**src/bwhp_map.vh**
```
// Purpose: constants for the byte-wide host port with dma handshakes
// Assumes: 125 MHz core clock
// Notes:   direct register indices and reset values
`ifndef BWHP_MAP_VH
`define BWHP_MAP_VH
// ==========================================================
// direct register indices on direct_reg_select
`define BWHP_REG_INDEX   2'h0
`define BWHP_REG_DATA    2'h1
`define BWHP_REG_STATUS  2'h2
`define BWHP_REG_PIO     2'h3
// ==========================================================
// reset values
`define BWHP_INDEX_RST   8'h00
`define BWHP_CTRL_RST    8'h00
// ==========================================================
// control register fields (indirect index 0)
`define BWHP_CTRL_PLAY_EN 0
`define BWHP_CTRL_CAP_EN  1
// ==========================================================
// status register fields
`define BWHP_ST_CAP_RDY   0
`define BWHP_ST_PLAY_RDY  1
`define BWHP_ST_INIT_DONE 2
// ==========================================================
// timing: init time in ms, cycles at 125 MHz (longest time, exact product of ms and kHz)
`define BWHP_CLK_KHZ      125000
`define BWHP_INIT_MS      512
`define BWHP_INIT_CYCLES  (`BWHP_INIT_MS * `BWHP_CLK_KHZ)
`endif

```
**src/bwhp_fifo.v**
```verilog
// Purpose: small synchronous fifo with valid/ready on both sides
// Assumes: single clock, synchronous active-high reset
// Notes:   storage in flip-flops, honest full and empty
`timescale 1ns/1ps
module bwhp_fifo #(
  parameter WIDTH = 8,
  parameter DEPTH = 16,
  parameter AW    = 4
) (
  // clock and reset
  input  wire             clk,
  input  wire             srst,
  // fill side
  input  wire             in_valid,
  output wire             in_ready,
  input  wire [WIDTH-1:0] in_data,
  // drain side
  output wire             out_valid,
  input  wire             out_ready,
  output wire [WIDTH-1:0] out_data,
  // occupancy
  output wire             full,
  output wire             empty
);
  reg [WIDTH-1:0] mem_q [0:DEPTH-1];
  reg [AW-1:0]    wr_q;
  reg [AW-1:0]    rd_q;
  reg [AW:0]      cnt_q;
  wire            push;
  wire            pop;

  // ==========================================================
  // flags
  assign full      = (cnt_q == DEPTH[AW:0]);
  assign empty     = (cnt_q == {(AW+1){1'b0}});
  assign in_ready  = ~full;
  assign out_valid = ~empty;
  assign out_data  = mem_q[rd_q];
  assign push      = in_valid & ~full;
  assign pop       = out_ready & ~empty;

  // pointers wrap at depth so non power of two depths also work
  always @(posedge clk) begin
    if (srst) begin
      wr_q  <= {AW{1'b0}};
      rd_q  <= {AW{1'b0}};
      cnt_q <= {(AW+1){1'b0}};
    end else begin
      if (push) begin
        wr_q <= (wr_q == DEPTH[AW-1:0] - 1'b1) ? {AW{1'b0}} : wr_q + 1'b1;
      end
      if (pop) begin
        rd_q <= (rd_q == DEPTH[AW-1:0] - 1'b1) ? {AW{1'b0}} : rd_q + 1'b1;
      end
      if (push & ~pop) begin
        cnt_q <= cnt_q + 1'b1;
      end else if (pop & ~push) begin
        cnt_q <= cnt_q - 1'b1;
      end
    end
  end

  // storage write, no reset needed on data
  always @(posedge clk) begin
    if (push) begin
      mem_q[wr_q] <= in_data;
    end
  end
endmodule

```
**src/bwhp_port.v**
```verilog
// Purpose: byte-wide asynchronous host port with capture/playback dma
// Assumes: strobes are unclocked pins, sampled through two flip-flops
// Notes:   transceiver controls follow the synchronised strobes
`timescale 1ns/1ps
`include "bwhp_map.vh"
module bwhp_port #(
  parameter DEPTH       = 16,
  parameter AW          = 4,
  parameter INIT_CYCLES = `BWHP_INIT_CYCLES
) (
  // clock and reset
  input  wire       clk,
  input  wire       srst,
  // host bus pins
  input  wire       rd_n,
  input  wire       wr_n,
  input  wire       cs_n,
  input  wire [1:0] direct_reg_select,
  input  wire [7:0] data_in,
  output reg  [7:0] data_out,
  output reg        data_oe,
  // dma handshake pins
  output reg        capture_request,
  input  wire       capture_ack_n,
  output reg        playback_request,
  input  wire       playback_ack_n,
  // external transceiver control
  output reg        transceiver_enable_n,
  output reg        transceiver_direction,
  // converter side: capture samples in, playback samples out
  input  wire       cap_valid,
  output reg        cap_ready,
  input  wire [7:0] cap_data,
  output reg        play_valid,
  input  wire       play_ready,
  output reg  [7:0] play_data
);
  // ==========================================================
  // synchronisers: meta stage read only by the second stage
  reg [4:0] pins_m_q;
  reg [4:0] pins_s_q;
  reg [9:0] bus_m_q;
  reg [9:0] bus_s_q;
  wire      s_rd;
  wire      s_wr;
  wire      s_cs;
  wire      s_cak;
  wire      s_pak;
  wire [1:0] s_sel;
  wire [7:0] s_din;

  always @(posedge clk) begin
    if (srst) begin
      pins_m_q <= 5'h1f;
      pins_s_q <= 5'h1f;
      bus_m_q  <= 10'h000;
      bus_s_q  <= 10'h000;
    end else begin
      pins_m_q <= {rd_n, wr_n, cs_n, capture_ack_n, playback_ack_n};
      pins_s_q <= pins_m_q;
      bus_m_q  <= {direct_reg_select, data_in};
      bus_s_q  <= bus_m_q;
    end
  end

  // active-high views of the synchronised pins
  assign s_rd  = ~pins_s_q[4];
  assign s_wr  = ~pins_s_q[3];
  assign s_cs  = ~pins_s_q[2];
  assign s_cak = ~pins_s_q[1];
  assign s_pak = ~pins_s_q[0];
  assign s_sel = bus_s_q[9:8];
  assign s_din = bus_s_q[7:0];

  // ==========================================================
  // cycle classification
  wire dma_rd;
  wire dma_wr;
  wire reg_rd;
  wire reg_wr;
  wire any_ack;
  wire any_cyc;

  assign any_ack = s_cak | s_pak;
  assign dma_rd  = s_rd & s_cak;
  assign dma_wr  = s_wr & s_pak;
  // cs only counts outside dma cycles
  assign reg_rd  = s_rd & s_cs & ~any_ack;
  assign reg_wr  = s_wr & s_cs & ~any_ack;
  // transceiver opens for a strobe with cs or with either ack
  assign any_cyc = (s_rd | s_wr) & (s_cs | any_ack);

  // strobe edge detectors act once per host strobe
  reg  rd_prev_q;
  reg  wr_prev_q;
  wire rd_fall;
  wire wr_rise;

  always @(posedge clk) begin
    if (srst) begin
      rd_prev_q <= 1'b0;
      wr_prev_q <= 1'b0;
    end else begin
      rd_prev_q <= s_rd;
      wr_prev_q <= s_wr;
    end
  end

  assign rd_fall = s_rd & ~rd_prev_q;
  // write data is latched at the strobe's end, when it is surely set up
  assign wr_rise = ~s_wr & wr_prev_q;

  // remember cycle type of the write in flight
  reg wr_dma_q;
  reg wr_reg_q;

  always @(posedge clk) begin
    if (srst) begin
      wr_dma_q <= 1'b0;
      wr_reg_q <= 1'b0;
    end else if (s_wr) begin
      wr_dma_q <= dma_wr;
      wr_reg_q <= reg_wr;
    end
  end

  // ==========================================================
  // fifos: capture fills from converter, playback from host
  wire       capf_in_ready;
  wire       capf_out_valid;
  wire [7:0] capf_out_data;
  wire       capf_empty;
  wire       playf_in_ready;
  wire       playf_out_valid;
  wire [7:0] playf_out_data;
  wire       playf_full;
  wire       cap_pop;
  wire       play_push;
  wire       play_pop;
  reg        cap_push_q;
  reg  [7:0] cap_byte_q;

  // capture input stage registered so cap_ready is a flip-flop
  always @(posedge clk) begin
    if (srst) begin
      cap_push_q <= 1'b0;
      cap_byte_q <= 8'h00;
      cap_ready  <= 1'b0;
    end else begin
      cap_push_q <= cap_valid & cap_ready;
      cap_byte_q <= cap_data;
      // ready held low while an accepted sample is still in the staging register
      cap_ready  <= capf_in_ready & ~(cap_valid & cap_ready) & ~cap_push_q;
    end
  end

  assign cap_pop   = rd_fall & dma_rd;
  assign play_push = wr_rise & wr_dma_q;

  bwhp_fifo #(
    .WIDTH (8),
    .DEPTH (DEPTH),
    .AW    (AW)
  ) u_cap_fifo (
    .clk       (clk),
    .srst      (srst),
    .in_valid  (cap_push_q),
    .in_ready  (capf_in_ready),
    .in_data   (cap_byte_q),
    .out_valid (capf_out_valid),
    .out_ready (cap_pop),
    .out_data  (capf_out_data),
    .full      (),
    .empty     (capf_empty)
  );

  bwhp_fifo #(
    .WIDTH (8),
    .DEPTH (DEPTH),
    .AW    (AW)
  ) u_play_fifo (
    .clk       (clk),
    .srst      (srst),
    .in_valid  (play_push),
    .in_ready  (playf_in_ready),
    .in_data   (s_din),
    .out_valid (playf_out_valid),
    .out_ready (play_pop),
    .out_data  (playf_out_data),
    .full      (playf_full),
    .empty     ()
  );

  // playback output stage: one register, refilled when taken
  assign play_pop = playf_out_valid & (~play_valid | play_ready);

  always @(posedge clk) begin
    if (srst) begin
      play_valid <= 1'b0;
      play_data  <= 8'h00;
    end else if (play_pop) begin
      play_valid <= 1'b1;
      play_data  <= playf_out_data;
    end else if (play_ready) begin
      play_valid <= 1'b0;
    end
  end

  // ==========================================================
  // direct registers
  reg [7:0]  index_q;
  reg [7:0]  ctrl_q;
  reg [7:0]  pio_q;
  reg [31:0] init_cnt_q;
  reg        init_done_q;

  // power-up initialisation timer, counts down once after reset
  always @(posedge clk) begin
    if (srst) begin
      init_cnt_q  <= INIT_CYCLES;
      init_done_q <= 1'b0;
    end else if (init_cnt_q != 32'h0000_0000) begin
      init_cnt_q <= init_cnt_q - 32'h0000_0001;
    end else begin
      init_done_q <= 1'b1;
    end
  end

  // register writes at the end of the write strobe
  always @(posedge clk) begin
    if (srst) begin
      index_q <= `BWHP_INDEX_RST;
      ctrl_q  <= `BWHP_CTRL_RST;
      pio_q   <= 8'h00;
    end else if (wr_rise & wr_reg_q) begin
      if (s_sel == `BWHP_REG_INDEX) begin
        index_q <= s_din;
      end else if (s_sel == `BWHP_REG_DATA) begin
        if (index_q == 8'h00) begin
          ctrl_q <= s_din;
        end
      end else if (s_sel == `BWHP_REG_PIO) begin
        pio_q <= s_din;
      end
    end
  end

  // read mux for register cycles
  function [7:0] reg_read;
    input [1:0] sel;
    input [7:0] idx;
    input [7:0] ctl;
    input [7:0] st;
    input [7:0] pio;
    begin
      if (sel == `BWHP_REG_INDEX) begin
        reg_read = idx;
      end else if (sel == `BWHP_REG_DATA) begin
        reg_read = (idx == 8'h00) ? ctl : 8'h00;
      end else if (sel == `BWHP_REG_STATUS) begin
        reg_read = st;
      end else begin
        reg_read = pio;
      end
    end
  endfunction

  wire [7:0] status;
  assign status = {5'h00, init_done_q, ~playf_full, capf_out_valid};

  // ==========================================================
  // pin outputs, all registered
  wire req_cap_en;
  wire req_play_en;

  assign req_cap_en  = ctrl_q[`BWHP_CTRL_CAP_EN];
  assign req_play_en = ctrl_q[`BWHP_CTRL_PLAY_EN];

  always @(posedge clk) begin
    if (srst) begin
      capture_request       <= 1'b0;
      playback_request      <= 1'b0;
      transceiver_enable_n  <= 1'b1;
      transceiver_direction <= 1'b1;
      data_oe               <= 1'b0;
      data_out              <= 8'h00;
    end else begin
      capture_request  <= req_cap_en & ~capf_empty;
      playback_request <= req_play_en & playf_in_ready;
      // enable low only inside a strobe with cs or either ack
      transceiver_enable_n  <= ~any_cyc;
      // rests high, low only for device-to-host reads
      transceiver_direction <= ~(s_rd & (s_cs | any_ack));
      data_oe <= dma_rd | reg_rd;
      // dma byte captured at the read's start and held; register reads reload every clock
      if (rd_fall & dma_rd) begin
        data_out <= capf_out_valid ? capf_out_data : 8'h00;
      end else if (reg_rd) begin
        data_out <= reg_read(s_sel, index_q, ctrl_q, status, pio_q);
      end
    end
  end
endmodule

```
**config.mk**
```make
export PLATFORM = sky130hd
export DESIGN_NAME = bwhp_port
export DESIGN_NICKNAME = d
export VERILOG_FILES = /design/src/bwhp_fifo.v /design/src/bwhp_port.v
export VERILOG_INCLUDE_DIRS = /design/src
export SDC_FILE = /design/constraint.sdc
export NUM_CORES = 1
export LEC_CHECK = 0
export ABC_AREA = 1
export BUFFER_PORTS_ARGS = -buffer_cell sky130_fd_sc_hd__buf_2
export CORE_ASPECT_RATIO = 0.8
export CORE_MARGIN = 8
export CORE_UTILIZATION = 29
export CTS_CLUSTER_DIAMETER = 100
export DETAILED_ROUTE_END_ITERATION = 16
export MAX_ROUTING_LAYER = met4
export PLACE_DENSITY = 0.39
export SYNTH_ARGS = -nofsm -noshare
export SYNTH_HDL_FRONTEND = slang
export SYNTH_SLANG_ARGS = --single-unit
```
**constraint.sdc**
```tcl
create_clock -name clk -period 3 [get_ports clk]
set_clock_uncertainty 0.1 [all_clocks]
set_input_delay 0.15 -clock clk [delete_from_list [all_inputs] [get_ports clk]]
set_output_delay 0.15 -clock clk [all_outputs]
set_load 0.05 [all_outputs]
```
==> metrics.cfg <==
[status]
status=complete, no violations

[floorplan]
core_sq_um=57900
row_count=79
io_pins=50
start_util_pct=29.3
die-height_microns=232
dieArea_sq_um=66500
die_w_microns=286

[pwr]
power.internal_mw=10.4
comb_power_share_pct=15.6
peakVddDrop_mv=0.388
powerDensity_nw_per_um2=723
p_sw_mw=4.02
p_leak_nw=7.66
clockPowerShare_pct=40.6
pwr-share-seq_pct=43.8
sw_frac_of_total_pct=27.9

[clock_tree]
insertion_delay_ns=0.57
htree_levels=2
clk_path_buf_depth=3
cts_buffers=45
clk_pin_slew_ns=0.06
cts.sinks=409
cts-root-buf=clkbuf_16
cts_resized=0
tritoncts=built
post_cts_buffers=0

[route]
drtPass1Iterations=5
avgViaCountPerCell=4.59
drt_iter0_drc=746
drc=0
routed_wl_microns=46400
num_vias=12000
wl_per_cell_microns=17.7
ant_nets=0

[sta]
worst_pin_slew_ns=0.973
fin_crit_sh_pct=81.3
rsz0062_at_grt=no
fmax_mhz=410
finalMaxSlewViolations=0
fin_crit_ns=2.44
setup_ws_ns=0.560
tns_ns=0
finalHoldViolations=0
setup_viol=0
slew_headroom_pct=35.0

[setup_path]
critPathMaxStageDelay_ns=0.32
crit_arrival_ns=2.78
crit_path_top_delay_cell=dfxtp_1
required_ns=3.34
cp_top_family=simple AND/OR/NAND/NOR gates
setup.worst_path.start_class=register
critPathKind=reg2reg
crit_buf_inv=2
end_kind=register
crit_fanout=7
worstPathCellList=nor2_1 > nand3_1 > nand2_1 > inv_1 > ha_1 > inv_1 > ha_1 > a21oi_1 > o21ai_0 > xor2_1 > nand2_1 > a21oi_1
reg2reg_setup_slack_ns=0.56

[placement]
portBuffers=49
hpwl_microns=30200
dp_slack_ns=0.558
finalWeightedCongestion=0.840

[final_layout]
fill_cells=6011
antenna_cells=0
final_common_cell=nand2_1
fin_util_pct=34.5
final_cell_mix=nand2_1 (351), edfxtp_1 (256), nor2_1 (255)
drive_above_1_share_pct=10.7
finalNetCount=1871
layout-area-overhead-vs-synth_pct=17.8

[run]
maxCapViolCount=0

[global_routing]
grt_pass1_vias=12100
grt_first_pass_wirelength_microns=72800
grt_max_degree=68
track_usage_pct=14.4
antenna_found_initial=0
overflow=0

[logic_synthesis]
synth.cell_area_sq_um=16900
syn_area_per_cell_sq_um=9.80
synth_cell_types=38
synth_nets=1780
syn_inst=1730
ys_ff_latch=409
yosysWarnings=0
synth.yosys.seq_area_share_pct=63.4

[hold_path]
worst_hold_path_type=in2reg

[worst register-to-register path, delay by kind of cell, from the launching register on]
family                   cells  cell delay (ns)
buffers and inverters        2             0.30
adder cells (fa/ha/maj)      2             0.54
AO/OA/AOI/OAI                3             0.31
AND/OR/NAND/NOR              4             0.59
flip-flops                   1             0.32
XOR/XNOR                     1             0.15
[flip-flops by register name, indices dropped and copies added (netlist names), 8 cells and up, named ones only]
name	cells
u_cap_fifo.mem_q	128
u_play_fifo.mem_q	128
init_cnt_q	32
bus_m_q	10
bus_s_q	10
cap_byte_q	8
ctrl_q	8
data_out	8
index_q	8
pio_q	8
play_data	8
[cell families after synthesis]
kind of cell,after synthesis,share of synthesized area (%)
and+or+nand+nor,824,20.5
AOI/OAI and AO/OA,226,7.21
xor gates and xnor gates,35,1.81
adders and majority gates,23,1.79
DFF,409,63.4
buffers and inverters,213,5.26
[synthesized netlist by cell type]
master	instances	area [sq um]
and2_1	1	6.26
xor2_1	11	96.3
o211ai_1	18	135
inv_1	135	507
nor2_2	13	81.3
dfxtp_1	153	3060
o21bai_1	1	7.51
ha_1	21	263
inv_4	1	6.26
nand3_1	155	776
buf_6	3	33.8
nor2_4	5	56.3
buf_2	24	120
o21a_1	1	7.51
edfxtp_1	256	7690
nor3_2	2	20.0
o221ai_1	1	8.76
fa_1	2	40.0
buf_1	2	7.51
or2_1	1	6.26
nor3_1	14	70.1
clkinv_1	1	3.75
inv_2	7	26.3
a211oi_1	6	45.0
buf_4	10	75.1
nand2_1	351	1320
o21ai_0	118	591
nor2_1	255	957
nand2_2	5	31.3
a21oi_1	64	320
a31oi_1	6	37.5
o22ai_1	11	68.8
or2_2	13	81.3
xnor2_1	24	210
clkbuf_1	30	113
nand4_1	6	37.5
nand4_2	2	25.0
nand3_2	1	10.0
[metrics by stage]
stage	hold WS (ns)	cell area [sq um]	std cells	total power [mW]
floorplan	0.154	16900	1730	8.04
global placement	0.245	18000	2507	8.73
detailed placement	0.244	18000	2507	8.71
CTS	0.153	20000	2626	14.7
global route	0.185	20000	2626	15.2
finish	0.197	20000	2626	14.4
[path summary, 6_finish.rpt]
path | startpoint | depth (start not counted) | endpoint
worst min-delay path | cs_n | 3 | pins_m_q[2]
worst max-delay path | u_cap_fifo.cnt_q[0] | 12 | u_cap_fifo.cnt_q[4]
worst max register to register | u_cap_fifo.cnt_q[0] | 12 | u_cap_fifo.cnt_q[4]
worst min register to register | bus_m_q[0] | 2 | bus_s_q[0]
[final cells by class]
cell class,count,area (sq um),area share (%)
Multi-Input combinational cell,1108,5310,26.6
Tap cell,769,962,4.82
Timing Repair Buffer,113,831,4.16
Sequential cell,409,10800,53.9
Clock inverter,18,249,1.25
Inverter,144,543,2.72
Clock buffer,65,1320,6.63
[power groups by stage]
stage,clock network (mW),logic (mW),registers (mW)
floorplan,0,1.46,6.58
global placement,0,2.28,6.45
detailed placement,0,2.26,6.45
CTS,6.04,2.30,6.33
global route,6.23,2.58,6.36
finish,5.86,2.25,6.33
[repair_timing]
item,CTS,global route
hold buffers,36,0
endpoints found under the setup margin,0,0
endpoints found under the hold margin,45,0
[per-layer routing]
metal	vias to the layer above	global-route usage, %	wire length [microns]	share of wire, %
li1	5963	-	-	-
met1	5785	21.1	24000	52
met2	239	20.3	19300	42
met3	62	2.45	2160	4.7
met4	0	4.06	929	2.0
met5	-	-	0	0
No activity file was read; power rests on OpenSTA's default activity.
